==> config.mk <==
export PLATFORM = sky130hd
export DESIGN_NAME = atc_timer_core
export DESIGN_NICKNAME = d
export VERILOG_FILES = /design/src/atc_pkg.sv /design/src/atc_reg_if.sv /design/src/atc_ahb_slave.sv /design/src/atc_prescaler.sv /design/src/atc_timer_core.sv
export SDC_FILE = /design/constraint.sdc
export NUM_CORES = 1
export LEC_CHECK = 0
export BUFFER_PORTS_ARGS = -buffer_cell sky130_fd_sc_hd__buf_2
export CAP_MARGIN = 5
export CORE_ASPECT_RATIO = 2
export CORE_UTILIZATION = 60
export DETAILED_ROUTE_END_ITERATION = 8
export PLACE_DENSITY = 0.78
export SYNTH_ARGS = -nofsm -noshare
export SYNTH_HDL_FRONTEND = slang
export SYNTH_SLANG_ARGS = --single-unit
==> constraint.sdc <==
create_clock -name hclk -period 4.9 [get_ports hclk]
set_input_delay 0.49 -clock hclk [delete_from_list [all_inputs] [get_ports hclk]]
set_output_delay 0.49 -clock hclk [all_outputs]
set_load 0.005 [all_outputs]
==> src/atc_pkg.sv <==
// Shared constants for the advanced timer core
package atc_pkg;
	localparam logic [7:0] ADDR_PERIOD = 8'h00;
	localparam logic [7:0] ADDR_COUNT = 8'h04;
	localparam logic [7:0] ADDR_CTRL = 8'h08;
	localparam logic [7:0] ADDR_CMP = 8'h0C;
	localparam logic [7:0] ADDR_FLAGS = 8'h10;
	localparam logic [7:0] ADDR_FCLR = 8'h14;
	localparam logic [7:0] ADDR_IRQ_STAT = 8'h20;
	localparam logic [7:0] ADDR_IRQ_MASK = 8'h24;

	localparam int CTRL_EN = 0;
	localparam int CTRL_COMP = 1;
	localparam int CTRL_SRC = 2;
	localparam int CTRL_SPC = 3;
	localparam int CTRL_PRS_LO = 4;
	localparam int CTRL_BUF = 7;
	localparam int CTRL_SINGLE = 14;
	localparam int CTRL_SWUPD = 25;
	localparam logic [31:0] CTRL_RESET = 32'h0000_0008;

	localparam int FLAG_W = 19;
	localparam int FLG_UPD = 0;
	localparam int FLG_MATCH_LO = 2;
	localparam int FLG_LOSS_LO = 8;
	localparam int FLG_BRAKE = 14;
	localparam int FLG_TRIG = 15;
	localparam int FLG_OVF = 16;
	localparam int FLG_UNDERFLOW_FLAG = 17;
	localparam int FLG_CH4 = 18;
	localparam logic [FLAG_W-1:0] FLAG_IMPL = 19'h7FFFD;
	localparam logic [FLAG_W-1:0] FLAG_RESET = 19'h00000;
	localparam logic [31:0] FCLR_READ = 32'h0007_FFFF;

	localparam logic [15:0] PERIOD_RESET = 16'h0000;
	localparam logic [15:0] COUNT_RESET = 16'h0000;
	localparam logic [15:0] CMP_RESET = 16'h0000;
	localparam logic [7:0] PRS_COUNT_RESET = 8'h00;

	// Terminal count of the prescaler: divisor minus one
	function automatic logic [7:0] prs_last(input logic [2:0] sel);
		logic [7:0] v;
		v = 8'h00;
		unique case (sel)
			3'h0: v = 8'h00;
			3'h1: v = 8'h01;
			3'h2: v = 8'h03;
			3'h3: v = 8'h07;
			3'h4: v = 8'h0F;
			3'h5: v = 8'h1F;
			3'h6: v = 8'h3F;
			3'h7: v = 8'hFF;
		endcase
		return v;
	endfunction
endpackage

==> src/atc_reg_if.sv <==
// Register access carrier between bus slave and timer core
`timescale 1ns/1ps
interface atc_reg_if;
	logic wr;
	logic rd;
	logic [7:0] addr;
	logic [31:0] wdata;
	logic [31:0] rdata;
	modport bus (output wr, output rd, output addr, output wdata, input rdata);
	modport regs (input wr, input rd, input addr, input wdata, output rdata);
endinterface

==> src/atc_ahb_slave.sv <==
// AHB-Lite slave front end: zero-wait writes, one wait state on reads
`timescale 1ns/1ps
module atc_ahb_slave (
	input wire logic hclk,
	input wire logic hresetn,
	input wire logic hsel,
	input wire logic [31:0] haddr,
	input wire logic [1:0] htrans,
	input wire logic hwrite,
	input wire logic hready,
	input wire logic [31:0] hwdata,
	output logic [31:0] hrdata,
	output logic hreadyout,
	output logic hresp,
	atc_reg_if.bus reg_bus
);
	logic accept;
	logic wr_pend_q;
	logic rd_pend_q;
	logic [7:0] addr_q;
	logic [31:0] hrdata_q;
	logic hreadyout_q;
	logic hresp_q;

	assign accept = hsel & hready & htrans[1];

	always_ff @(posedge hclk or negedge hresetn) begin
		if (!hresetn) begin
			wr_pend_q <= 1'b0;
			rd_pend_q <= 1'b0;
			addr_q <= 8'h00;
		end else if (hready) begin
			wr_pend_q <= accept & hwrite;
			rd_pend_q <= accept & ~hwrite;
			addr_q <= haddr[7:0];
		end else begin
			rd_pend_q <= 1'b0;
		end
	end

	// Read data sampled a cycle late so a preceding write is always visible
	always_ff @(posedge hclk or negedge hresetn) begin
		if (!hresetn) begin
			hrdata_q <= 32'h0000_0000;
			hreadyout_q <= 1'b1;
		end else begin
			hreadyout_q <= ~(accept & ~hwrite);
			if (rd_pend_q) begin
				hrdata_q <= reg_bus.rdata;
			end
		end
	end

	always_ff @(posedge hclk or negedge hresetn) begin
		if (!hresetn) begin
			hresp_q <= 1'b0;
		end else begin
			hresp_q <= 1'b0;
		end
	end

	assign reg_bus.wr = wr_pend_q;
	assign reg_bus.rd = rd_pend_q;
	assign reg_bus.addr = addr_q;
	assign reg_bus.wdata = hwdata;
	assign hrdata = hrdata_q;
	assign hreadyout = hreadyout_q;
	assign hresp = hresp_q;
endmodule

==> src/atc_prescaler.sv <==
// Bus clock prescaler producing one-cycle count ticks
`timescale 1ns/1ps
module atc_prescaler #(
	parameter int CW = 8
) (
	input wire logic hclk,
	input wire logic hresetn,
	input wire logic clear,
	input wire logic run,
	input wire logic [2:0] sel,
	output logic tick
);
	logic [CW-1:0] count_q;
	logic tick_q;
	logic [CW-1:0] last;

	assign last = CW'(atc_pkg::prs_last(sel));

	always_ff @(posedge hclk or negedge hresetn) begin
		if (!hresetn) begin
			count_q <= CW'(atc_pkg::PRS_COUNT_RESET);
			tick_q <= 1'b0;
		end else if (clear || !run) begin
			count_q <= CW'(atc_pkg::PRS_COUNT_RESET);
			tick_q <= 1'b0;
		end else if (count_q == last) begin
			count_q <= CW'(atc_pkg::PRS_COUNT_RESET);
			tick_q <= 1'b1;
		end else begin
			count_q <= count_q + CW'(1);
			tick_q <= 1'b0;
		end
	end

	assign tick = tick_q;
endmodule

==> src/atc_timer_core.sv <==
// Advanced timer core: control, period, counter, flags and compare references
//
// How it works
// - Buffer bit picks immediate or update-time period load
// - Prescaler codes divide by 1..64, code 7 by 256
// - Compare mode resets 1; selects one- or two-point A
// - Reference B follows channel B compare only
// - Count source: bus clock or external trigger edges
// - Output mode: independent or complementary pair
// - Enable runs counter; trigger sets; single-cycle end clears
// - Period write immediate when disabled or unbuffered
// - Counter at 0x04, live, read and write
// - Update flag set on update event, sticky
// - Bits 2..7 record channel match events
// - Bits 8..13 record channel capture loss
// - Bits 14..18 brake, trigger, overflow, underflow, ch4
// - Clear register: write zero clears, reads ones
// - Single-cycle mode stops counting at the period wrap, not on a software update
// - Software update restarts counter, prescaler, loads buffers
//
// Register access over AHB-Lite was chosen for this implementation.
`timescale 1ns/1ps
module atc_timer_core (
	input wire logic hclk,
	input wire logic hresetn,
	input wire logic hsel,
	input wire logic [31:0] haddr,
	input wire logic [1:0] htrans,
	input wire logic hwrite,
	input wire logic [2:0] hsize,
	input wire logic hready,
	input wire logic [31:0] hwdata,
	output logic [31:0] hrdata,
	output logic hreadyout,
	output logic hresp,
	input wire logic external_trigger_input,
	input wire logic [5:0] ch_match_evt,
	input wire logic [5:0] ch_loss_evt,
	input wire logic brake_evt,
	input wire logic trigger_evt,
	input wire logic underflow_evt,
	input wire logic ch4_match_evt,
	output logic compare_reference_a,
	output logic compare_reference_b,
	output logic pwm_out_a,
	output logic pwm_out_b,
	output logic irq
);
	atc_reg_if reg_bus ();

	// Control fields
	logic timer_enable_q;
	logic output_mode_q;
	logic count_clock_source_q;
	logic single_point_compare_select_q;
	logic [2:0] clock_divider_select_q;
	logic period_buffer_enable_q;
	logic single_cycle_mode_q;

	logic [15:0] period_value_q;
	logic [15:0] period_active_q;
	logic [15:0] counter_value_q;
	logic [15:0] cmp_a_q;
	logic [15:0] cmp_b_q;
	logic [15:0] cmp_a_act_q;
	logic [15:0] cmp_b_act_q;
	logic [atc_pkg::FLAG_W-1:0] event_flags_q;
	logic [atc_pkg::FLAG_W-1:0] irq_status_q;
	logic [atc_pkg::FLAG_W-1:0] irq_mask_q;

	logic ext_s1_q;
	logic ext_s2_q;
	logic ext_s3_q;
	logic ref_a_q;
	logic ref_b_q;
	logic pwm_a_q;
	logic pwm_b_q;
	logic irq_q;

	logic presc_tick;
	logic ext_rise;
	logic count_tick;
	logic at_period;
	logic wrap_evt;
	logic sw_update;
	logic update_evt;
	logic load_now;
	logic wr_ctrl;
	logic wr_period;
	logic wr_count;
	logic wr_cmp;
	logic wr_fclr;
	logic wr_mask;
	logic rd_irq_stat;
	logic ref_a_d;
	logic ref_b_d;
	logic [atc_pkg::FLAG_W-1:0] flag_set;
	logic [atc_pkg::FLAG_W-1:0] flag_clr;
	logic [31:0] ctrl_rd;

	atc_ahb_slave u_bus (
		.hclk(hclk),
		.hresetn(hresetn),
		.hsel(hsel),
		.haddr(haddr),
		.htrans(htrans),
		.hwrite(hwrite),
		.hready(hready),
		.hwdata(hwdata),
		.hrdata(hrdata),
		.hreadyout(hreadyout),
		.hresp(hresp),
		.reg_bus(reg_bus)
	);

	// Write decode; only whole-word transfers are supported, hsize unused
	assign wr_ctrl = reg_bus.wr && (reg_bus.addr == atc_pkg::ADDR_CTRL);
	assign wr_period = reg_bus.wr && (reg_bus.addr == atc_pkg::ADDR_PERIOD);
	assign wr_count = reg_bus.wr && (reg_bus.addr == atc_pkg::ADDR_COUNT);
	assign wr_cmp = reg_bus.wr && (reg_bus.addr == atc_pkg::ADDR_CMP);
	assign wr_fclr = reg_bus.wr && (reg_bus.addr == atc_pkg::ADDR_FCLR);
	assign wr_mask = reg_bus.wr && (reg_bus.addr == atc_pkg::ADDR_IRQ_MASK);
	assign rd_irq_stat = reg_bus.rd && (reg_bus.addr == atc_pkg::ADDR_IRQ_STAT);

	assign sw_update = wr_ctrl && reg_bus.wdata[atc_pkg::CTRL_SWUPD];

	atc_prescaler #(
		.CW(8)
	) u_presc (
		.hclk(hclk),
		.hresetn(hresetn),
		.clear(sw_update),
		.run(timer_enable_q && !count_clock_source_q),
		.sel(clock_divider_select_q),
		.tick(presc_tick)
	);

	// External trigger pin resynchronised before edge detection
	always_ff @(posedge hclk or negedge hresetn) begin
		if (!hresetn) begin
			ext_s1_q <= 1'b0;
			ext_s2_q <= 1'b0;
			ext_s3_q <= 1'b0;
		end else begin
			ext_s1_q <= external_trigger_input;
			ext_s2_q <= ext_s1_q;
			ext_s3_q <= ext_s2_q;
		end
	end

	assign ext_rise = ext_s2_q && !ext_s3_q;
	assign count_tick = timer_enable_q && (count_clock_source_q ? ext_rise : presc_tick);
	assign at_period = (counter_value_q == period_active_q);
	assign wrap_evt = count_tick && at_period && !wr_count;
	assign update_evt = wrap_evt || sw_update;
	assign load_now = !period_buffer_enable_q || !timer_enable_q;

	// Control register
	always_ff @(posedge hclk or negedge hresetn) begin
		if (!hresetn) begin
			output_mode_q <= atc_pkg::CTRL_RESET[atc_pkg::CTRL_COMP];
			count_clock_source_q <= atc_pkg::CTRL_RESET[atc_pkg::CTRL_SRC];
			single_point_compare_select_q <= atc_pkg::CTRL_RESET[atc_pkg::CTRL_SPC];
			clock_divider_select_q <= atc_pkg::CTRL_RESET[atc_pkg::CTRL_PRS_LO +: 3];
			period_buffer_enable_q <= atc_pkg::CTRL_RESET[atc_pkg::CTRL_BUF];
			single_cycle_mode_q <= atc_pkg::CTRL_RESET[atc_pkg::CTRL_SINGLE];
		end else if (wr_ctrl) begin
			output_mode_q <= reg_bus.wdata[atc_pkg::CTRL_COMP];
			count_clock_source_q <= reg_bus.wdata[atc_pkg::CTRL_SRC];
			single_point_compare_select_q <= reg_bus.wdata[atc_pkg::CTRL_SPC];
			clock_divider_select_q <= reg_bus.wdata[atc_pkg::CTRL_PRS_LO +: 3];
			period_buffer_enable_q <= reg_bus.wdata[atc_pkg::CTRL_BUF];
			single_cycle_mode_q <= reg_bus.wdata[atc_pkg::CTRL_SINGLE];
		end
	end

	// Enable: a completed single cycle beats both software and trigger
	always_ff @(posedge hclk or negedge hresetn) begin
		if (!hresetn) begin
			timer_enable_q <= atc_pkg::CTRL_RESET[atc_pkg::CTRL_EN];
		end else if (wrap_evt && single_cycle_mode_q) begin
			timer_enable_q <= 1'b0;
		end else if (trigger_evt) begin
			timer_enable_q <= 1'b1;
		end else if (wr_ctrl) begin
			timer_enable_q <= reg_bus.wdata[atc_pkg::CTRL_EN];
		end
	end

	// Period preload and active copy
	always_ff @(posedge hclk or negedge hresetn) begin
		if (!hresetn) begin
			period_value_q <= atc_pkg::PERIOD_RESET;
			period_active_q <= atc_pkg::PERIOD_RESET;
		end else if (wr_period) begin
			period_value_q <= reg_bus.wdata[15:0];
			if (load_now) begin
				period_active_q <= reg_bus.wdata[15:0];
			end
		end else if (update_evt) begin
			period_active_q <= period_value_q;
		end
	end

	// Compare values follow the same buffering as the period
	always_ff @(posedge hclk or negedge hresetn) begin
		if (!hresetn) begin
			cmp_a_q <= atc_pkg::CMP_RESET;
			cmp_b_q <= atc_pkg::CMP_RESET;
			cmp_a_act_q <= atc_pkg::CMP_RESET;
			cmp_b_act_q <= atc_pkg::CMP_RESET;
		end else if (wr_cmp) begin
			cmp_a_q <= reg_bus.wdata[15:0];
			cmp_b_q <= reg_bus.wdata[31:16];
			if (load_now) begin
				cmp_a_act_q <= reg_bus.wdata[15:0];
				cmp_b_act_q <= reg_bus.wdata[31:16];
			end
		end else if (update_evt) begin
			cmp_a_act_q <= cmp_a_q;
			cmp_b_act_q <= cmp_b_q;
		end
	end

	// Counter; a software write wins over a tick in the same cycle
	always_ff @(posedge hclk or negedge hresetn) begin
		if (!hresetn) begin
			counter_value_q <= atc_pkg::COUNT_RESET;
		end else if (wr_count) begin
			counter_value_q <= reg_bus.wdata[15:0];
		end else if (sw_update) begin
			counter_value_q <= atc_pkg::COUNT_RESET;
		end else if (count_tick) begin
			counter_value_q <= at_period ? atc_pkg::COUNT_RESET : counter_value_q + 16'h0001;
		end
	end

	// Event sources into the common flag layout
	always_comb begin
		flag_set = '0;
		flag_set[atc_pkg::FLG_UPD] = update_evt;
		flag_set[atc_pkg::FLG_MATCH_LO +: 6] = ch_match_evt;
		flag_set[atc_pkg::FLG_LOSS_LO +: 6] = ch_loss_evt;
		flag_set[atc_pkg::FLG_BRAKE] = brake_evt;
		flag_set[atc_pkg::FLG_TRIG] = trigger_evt;
		flag_set[atc_pkg::FLG_OVF] = wrap_evt;
		flag_set[atc_pkg::FLG_UNDERFLOW_FLAG] = underflow_evt;
		flag_set[atc_pkg::FLG_CH4] = ch4_match_evt;
	end

	assign flag_clr = wr_fclr ? (~reg_bus.wdata[atc_pkg::FLAG_W-1:0] & atc_pkg::FLAG_IMPL) : '0;

	// Sticky flags; a new event beats a clear in the same cycle
	always_ff @(posedge hclk or negedge hresetn) begin
		if (!hresetn) begin
			event_flags_q <= atc_pkg::FLAG_RESET;
		end else begin
			event_flags_q <= ((event_flags_q & ~flag_clr) | flag_set) & atc_pkg::FLAG_IMPL;
		end
	end

	// Interrupt status cleared by reading it; set wins here too
	always_ff @(posedge hclk or negedge hresetn) begin
		if (!hresetn) begin
			irq_status_q <= atc_pkg::FLAG_RESET;
			irq_mask_q <= atc_pkg::FLAG_RESET;
		end else begin
			irq_status_q <= ((rd_irq_stat ? '0 : irq_status_q) | flag_set) & atc_pkg::FLAG_IMPL;
			if (wr_mask) begin
				irq_mask_q <= reg_bus.wdata[atc_pkg::FLAG_W-1:0] & atc_pkg::FLAG_IMPL;
			end
		end
	end

	always_ff @(posedge hclk or negedge hresetn) begin
		if (!hresetn) begin
			irq_q <= 1'b0;
		end else begin
			irq_q <= |(irq_status_q & irq_mask_q);
		end
	end

	// Compare references; the counter must start below the period
	always_comb begin
		ref_b_d = counter_value_q < cmp_b_act_q;
		if (single_point_compare_select_q) begin
			ref_a_d = counter_value_q < cmp_a_act_q;
		end else begin
			ref_a_d = (counter_value_q >= cmp_a_act_q) && (counter_value_q < cmp_b_act_q);
		end
	end

	always_ff @(posedge hclk or negedge hresetn) begin
		if (!hresetn) begin
			ref_a_q <= 1'b0;
			ref_b_q <= 1'b0;
			pwm_a_q <= 1'b0;
			pwm_b_q <= 1'b0;
		end else begin
			ref_a_q <= ref_a_d;
			ref_b_q <= ref_b_d;
			pwm_a_q <= ref_a_d;
			pwm_b_q <= output_mode_q ? ~ref_a_d : ref_b_d;
		end
	end

	// Control read-back; update request always reads zero
	always_comb begin
		ctrl_rd = 32'h0000_0000;
		ctrl_rd[atc_pkg::CTRL_EN] = timer_enable_q;
		ctrl_rd[atc_pkg::CTRL_COMP] = output_mode_q;
		ctrl_rd[atc_pkg::CTRL_SRC] = count_clock_source_q;
		ctrl_rd[atc_pkg::CTRL_SPC] = single_point_compare_select_q;
		ctrl_rd[atc_pkg::CTRL_PRS_LO +: 3] = clock_divider_select_q;
		ctrl_rd[atc_pkg::CTRL_BUF] = period_buffer_enable_q;
		ctrl_rd[atc_pkg::CTRL_SINGLE] = single_cycle_mode_q;
	end

	// Read mux; unmapped addresses read zero
	always_comb begin
		unique case (reg_bus.addr)
			atc_pkg::ADDR_PERIOD: reg_bus.rdata = {16'h0000, period_value_q};
			atc_pkg::ADDR_COUNT: reg_bus.rdata = {16'h0000, counter_value_q};
			atc_pkg::ADDR_CTRL: reg_bus.rdata = ctrl_rd;
			atc_pkg::ADDR_CMP: reg_bus.rdata = {cmp_b_q, cmp_a_q};
			atc_pkg::ADDR_FLAGS: reg_bus.rdata = {13'h0000, event_flags_q};
			atc_pkg::ADDR_FCLR: reg_bus.rdata = atc_pkg::FCLR_READ;
			atc_pkg::ADDR_IRQ_STAT: reg_bus.rdata = {13'h0000, irq_status_q};
			atc_pkg::ADDR_IRQ_MASK: reg_bus.rdata = {13'h0000, irq_mask_q};
			default: reg_bus.rdata = 32'h0000_0000;
		endcase
	end

	assign compare_reference_a = ref_a_q;
	assign compare_reference_b = ref_b_q;
	assign pwm_out_a = pwm_a_q;
	assign pwm_out_b = pwm_b_q;
	assign irq = irq_q;
endmodule

# [After elaboration in Yosys (flattened, before gate mapping)]
# Memory sizes are Yosys's and may differ from the RTL's.
# Cells that the tools add are included.
# W data, S select, Z words.
[word_totals] elab_cells=119 mem_count=1 mem_bits_rw=0 rom_bits=64 out_inout_bits=39 regBits=234 latchBits=0
[op_classes] n_addsub=2 muxes=26 n_bitwise=13 magnitude_cmp=3 n_eq_ne=11 reduce_logical=32 n_mul=0 shifts=0 div=0
[memory_table] memory="(name not given)" depth=8 word_bits=8 read_ports=1 rd_clocked_by_memory_dff=0 write_ports=0 line="atc_pkg.sv:44" text="unique case (sel)"
[ops] operator="$pmux W32 S8" n=1
[ops] operator="$mux W16" n=12
[ops] operator="$and A19 B19 Y19" n=2
[ops] operator="$mux W19" n=2
[ops] operator="$not A19 Y19" n=2
[ops] operator="$or A19 B19 Y19" n=2
[ops] operator="$lt A16 B16 Y1" n=2
[ops] operator="$reduce_or A19 Y1" n=1
[ops] operator="$add A16 B1 Y16 const B" n=1
[ops] operator="$eq A16 B16 Y1" n=1
[ops] operator="$eq A8 B4 Y1 const B" n=2
[ops] operator="$eq A8 B5 Y1 const B" n=2
[ops] operator="$eq A8 B6 Y1 const B" n=2
[ops] operator="$ge A16 B16 Y1" n=1
[ops] operator="$mux W8" n=2
[ops] operator="$logic_and A1 B1 Y1" n=15
[ops] operator="$mux W1" n=9
[ops] operator="$add A8 B1 Y8 const B" n=1
[ops] operator="$eq A8 B3 Y1 const B" n=1
[ops] operator="$eq A8 B8 Y1" n=1
[ops] operator="$logic_not A8 Y1" n=1
[ops] operator="$logic_not A1 Y1" n=6
[ops] operator="$reduce_bool A3 Y1" n=2
[ops] operator="$and A1 B1 Y1" n=4
[ops] operator="other kinds (5)" n=12

# [Logic depth before layout (Yosys ltp)]
[depth] word_depth=9 mapped_depth=10 depth_no_buf=9

# [Modules after synthesis]
# From an unflattened synthesis, not the netlist that was laid out.
[unflattened] hier_cells=1001 hier_area_um2=11925.2
[modules_own_cells] mod="atc_timer_core" seq_area_each_um2=4555.6 cells_each=811 area_each_um2=9328.9 n_inst=1
[modules_own_cells] mod="atc_ahb_slave" seq_area_each_um2=1077.3 cells_each=127 area_each_um2=1996.9 n_inst=1
[modules_own_cells] mod="atc_prescaler" seq_area_each_um2=225.2 cells_each=63 area_each_um2=599.3 n_inst=1

# [Worst setup path after synthesis]
# Ideal clock, no wire load.
[synth_timing] kind="register -> register" startpoint="register counter_value_q[7]" endpoint="register period_active_q[10]" stages_incl_launch_ff=10 synth_period_minus_slack_ps=2435 t_required_ps=4775 n_path_buf=2 arrival_time_ps=2310 setup_slack_ps=2465 cell_sequence="dfrtp_1 -> buf_2 -> xnor2_1 -> nand4_1 -> nor4_2 -> nor3b_2 -> nor2_2 -> a21oi_4 -> buf_6 -> mux2_2"
[synth_via] elab_chain_cells=6
[synth_rtl] element="start, declared" line="atc_timer_core.sv:62" text="logic [15:0] counter_value_q;"
[synth_rtl] element="start signal, assigned" line="atc_timer_core.sv:228" text="counter_value_q <= atc_pkg::COUNT_RESET;"
[synth_rtl] element="start signal, assigned" line="atc_timer_core.sv:230" text="counter_value_q <= reg_bus.wdata[15:0];"
[synth_rtl] element="start signal, assigned" line="atc_timer_core.sv:232" text="counter_value_q <= atc_pkg::COUNT_RESET;"
[synth_rtl] element="$eq A16 B16 Y1" line="atc_timer_core.sv:153" text="assign at_period = (counter_value_q == period_active_q);"
[synth_rtl] element="$logic_and A1 B1 Y1 (2 in a row)" line="atc_timer_core.sv:154" text="assign wrap_evt = count_tick && at_period && !wr_count;"
[synth_rtl] element="$logic_or A1 B1 Y1" line="atc_timer_core.sv:155" text="assign update_evt = wrap_evt || sw_update;"
[synth_rtl] element="$reduce_bool A2 Y1 (no source line)"
[synth_rtl] element="$reduce_and A2 Y1 (no source line)"
[synth_rtl] element="end signal, assigned" line="atc_timer_core.sv:194" text="period_active_q <= atc_pkg::PERIOD_RESET;"
[synth_rtl] element="end signal, assigned" line="atc_timer_core.sv:198" text="period_active_q <= reg_bus.wdata[15:0];"
[synth_rtl] element="end signal, assigned" line="atc_timer_core.sv:201" text="period_active_q <= period_value_q;"
[synth_rtl] element="end, declared" line="atc_timer_core.sv:61" text="logic [15:0] period_active_q;"
# Every way passes these cells.
# A chain may end at the register's enable or synchronous reset.

# [Final worst setup path]
[layout_timing] startpoint="register u_bus.addr_q[2], in the netlist u_bus.reg_bus.addr[2]" endpoint="register irq_mask_q[15] (netlist bit)"
[layout_via] elab_chain_cells=2
[layout_rtl] element="start, declared" line="atc_ahb_slave.sv:20" text="logic [7:0] addr_q;"
[layout_rtl] element="start signal, assigned" line="atc_ahb_slave.sv:35" text="addr_q <= haddr[7:0];"
[layout_rtl] element="$eq A8 B6 Y1" line="atc_timer_core.sv:122" text="assign wr_mask = reg_bus.wr && (reg_bus.addr == atc_pkg::ADDR_IRQ_MASK);"
[layout_rtl] element="$logic_and A1 B1 Y1" line="atc_timer_core.sv:122"
[layout_rtl] element="end signal, assigned" line="atc_timer_core.sv:266" text="irq_mask_q <= atc_pkg::FLAG_RESET;"
[layout_rtl] element="end signal, assigned" line="atc_timer_core.sv:270" text="irq_mask_q <= reg_bus.wdata[atc_pkg::FLAG_W-1:0] & atc_pkg::FLAG_IMPL;"
[layout_rtl] element="end, declared" line="atc_timer_core.sv:69" text="logic [atc_pkg::FLAG_W-1:0] irq_mask_q;"
# Every way passes these cells.

==> Flow_metrics.wiki <==
{| class="wikitable"
! Metric !! Value
|-
| Shortest period the worst path allows || 3570 ps
|-
| Net count after synthesis || 1,098
|-
| Met3 wire len || 1760 µm
|-
| Die Width || 99.2 µm
|-
| Maximum fanout count along the critical path || 20
|-
| Remaining antenna violation count || 0
|-
| Crit-path cells || nand2_1, nor2_1, nand2_1, mux2_2
|-
| Cell count after synthesis || 974
|-
| Most used cells in the layout excluding fill and tap cells || dfrtp_1, buf_2, mux2_2, inv_1, o21ai_0
|-
| Startpoint types || flip-flop
|-
| Post-CTS Hold Fix Bufs || 0
|-
| Area of the die || 0.0195 mm²
|-
| ANT cells || 0
|-
| Fillers || 1,412
|-
| Cell seen most often among critical-path stages || nand2_1
|-
| Clock insertion delay at the later pin of the skew report || 520 ps
|-
| Launching instance or port of the critical path || u_bus.reg_bus.addr[2]
|-
| Count of flip-flops with a built-in enable after synthesis || 0
|-
| Number of standard cells in the layout, taps in and fillers out || 1,300
|-
| Wire length on met1 || 10,800 µm
|-
| Delay contributed by the slowest stage of the critical path || 910 ps
|-
| Maxcap violations || 0
|-
| Antenna violations before repair || 0
|-
| Ys async rst share || 100%
|-
| Overall routed net length || 30,200 µm
|-
| Max-slew violation count || 0
|-
| Residual DRC count || 0
|-
| Final setup violating endpoints || 0
|-
| Floorplan Core Area || 0.0184 mm²
|-
| Post-DR wirelength/cell || 23.2 µm
|-
| Wire length of the first global-routing pass || 47,700 µm
|-
| Post-synth top area share || 51.2%
|-
| Via count of the first global-routing pass || 8,724
|-
| CP Capture Type || flip-flop
|-
| Crit path DAT || 3960 ps
|-
| Setup repair after global routing missed its margin || false
|-
| Height of the chip || 196 µm
|-
| Power per Cell Area || 347 mW/mm²
|-
| CP max stage cell || dfrtp_1
|-
| Area growth, synth to finish || 12.1%
|-
| Number of vias after detailed routing || 8,372
|-
| Top metal layer carrying routed signals || met4
|-
| Final GP Congestion || 0.943
|-
| Ratio of cells with drive above 1 in the final layout || 28.0%
|-
| Hold Slack || 55.9 ps
|-
| Number of clock sinks || 234
|-
| Cell type contributing the most total cell area after synthesis || dfrtp_1
|-
| Yosys Warn Count || 0
|-
| Yosys cell types || 68
|-
| Tcrit/Tclk final || 72.9%
|-
| Reported leakage power || 5.63 nW
|-
| Post-detailed-placement half-perimeter wirelength || 21,400 µm
|-
| Top achievable clock speed || 0.280 GHz
|-
| Register cell area after layout || 0.00586 mm²
|-
| Commonest non-fill, non-tap cell in the layout || dfrtp_1
|-
| Sequential fraction of the synthesis area || 51.6%
|-
| Worst-margin pin slew || 1330 ps
|-
| Met2 routed wirelength || 15,300 µm
|-
| Congestion Overflow GR || 0
|-
| Largest net degree at the start of global routing || 128
|-
| Initial core utilization || 61.7%
|-
| Final cell utilization of the core || 69.1%
|-
| Root Buffer || clkbuf_16
|-
| Flop and latch count out of synthesis || 234
|-
| Count of buffers from port buffering || 100
|-
| Synthesized area per cell || 11.6 µm²
|-
| Setup TNS after final layout || 0 ps
|-
| Max H-tree Level || 1
|-
| Setup Buffers After CTS || 0
|-
| Hold crit path type || input port to async pin
|-
| I/O Pins || 130
|-
| Post-synthesis instance area || 0.0113 mm²
|-
| Data required time of the worst path || 5290 ps
|-
| Type of the worst setup path || flip-flop to flip-flop
|-
| Post_cts resized || 0
|-
| CTS tree || yes
|-
| Peak supply drop || 274 µV
|-
| Clock buffer count from CTS || 21
|-
| Global Route Usage Sum || 32.3%
|-
| Number of detailed-route iterations in the first pass || 5
|-
| Ys flop type || dfrtp_1
|-
| Number of vias per cell || 6.44
|-
| Multi-input gate area in the final layout || 0.00496 mm²
|-
| Buffers & Inverters on Critical Path || 0
|-
| Count of placed standard cells including taps || 1,262
|-
| Max-Slew Margin vs Limit || 11.0%
|-
| Final clock skew || 20.5 ps
|-
| Clock-pin slew reported for the worst setup and hold paths after clock tree synthesis || 80 ps
|-
| Number of nets in the layout || 1,193
|-
| Cell class contributing the biggest share of worst-path delay || simple AND/OR/NAND/NOR gates
|-
| Startpoint of the worst-slack reg-to-reg timing path || u_bus.reg_bus.addr[2]
|-
| Placement Rows || 70
|-
| Hold Vio Cnt, Final || 0
|-
| DRT iter0 DRCs || 599
|-
| Run status || finished, final reports clean
|-
| Synth area leaders || dfrtp_1, mux2_2, mux2_4
|-
| Clock Tree Buf Depth || 3
|}
-- cell usage after synthesis, drive strengths merged, types with 2 or more instances --
| library cell | instances |
|---|---|
| nand3 | 22 |
| nand3b | 2 |
| o22ai | 22 |
| a22o | 5 |
| nand2 | 39 |
| xor2 | 5 |
| a211oi | 4 |
| nor3 | 10 |
| inv | 71 |
| buf | 25 |
| nor2b | 8 |
| or4b | 2 |
| clkbuf | 23 |
| ha | 33 |
| a21o | 26 |
| and2 | 8 |
| nand2b | 21 |
| mux2 | 130 |
| and4 | 4 |
| mux2i | 7 |
| nor2 | 39 |
| o21ai | 59 |
| a2111oi | 4 |
| a21oi | 31 |
| a22oi | 22 |
| nor4 | 5 |
| o311ai | 2 |
| a222oi | 4 |
| xnor2 | 17 |
| a31oi | 2 |
| or3 | 3 |
| a221oi | 17 |
| nand4 | 14 |
| a221o | 18 |
| dfstp | 2 |
| nor3b | 6 |
| dfrtp | 232 |
| or4 | 3 |
| and3 | 13 |
| o32ai | 2 |
-- through the flow --
step	total power (W)	setup WS [ps]	instance area, µm²
2_1_floorplan	0.00249	2470	11300
3_3_place_gp	0.00272	1470	12000
3_5_place_dp	0.00274	1440	12000
4_1_cts	0.00442	1430	12700
5_1_grt	0.00456	1250	12700
6_report	0.00441	1330	12700
-- where the power goes --
group | switching, W | internal (W)
combinational | 0.000303 | 0.000258
sequential | 0.000118 | 0.00204
clock | 0.000755 | 0.000935
-- cell type report --
cell class / count / area share (%)
timing repair buffer: 120 / 5.20
inverter: 71 / 2.10
clock buffer: 24 / 4.38
sequential: 234 / 46.1
clock inverter: 14 / 1.13
multi-input combinational: 621 / 39.0
tap: 216 / 2.13
-- metal layers --
metal | global-route usage (%) | vias up
li1 | - | 3726
met1 | 36.7 | 4141
met2 | 56.7 | 377
met3 | 3.69 | 128
met4 | 21.5 | 0
met5 | 0 | -
-- path summary, 6_finish.rpt --
path	endpoint	slack [ps]	cells past startpoint
setup reg to reg	irq_mask_q[15]	1330	4
hold reg to reg	ext_s2_q	360	0
setup / recovery	irq_mask_q[15]	1330	4
hold / removal	cmp_b_q[4]	60	1
min in group hclk	ext_s1_q	80	1
max in group asynchronous	event_flags_q[5]	3690	2
-- sequential cells by signal, indices dropped and copies added (netlist names), 3 cells and up --
signal,cells
u_bus.hrdata,32
event_flags_q,18
irq_mask_q,18
irq_status_q,18
cmp_a_act_q,16
cmp_a_q,16
cmp_b_act_q,16
cmp_b_q,16
counter_value_q,16
period_active_q,16
period_value_q,16
u_bus.reg_bus.addr,8
u_presc.count_q,8
clock_divider_select_q,3
-- kinds of logic (layout without fill, tap and decap cells) --
logic type      Yosys count  in the layout  synth area share (%)
compound gates          224            224                  13.6
xor+xnor                 22             22                  1.70
flops                   234            234                  51.6
buf+inv                 119            229                  4.70
other cells               1              1                0.0331
mux                     137            137                  14.7
simple gates            204            204                  9.97
fa+ha+maj                33             33                  3.64
Power figures use the tool's default switching activity.
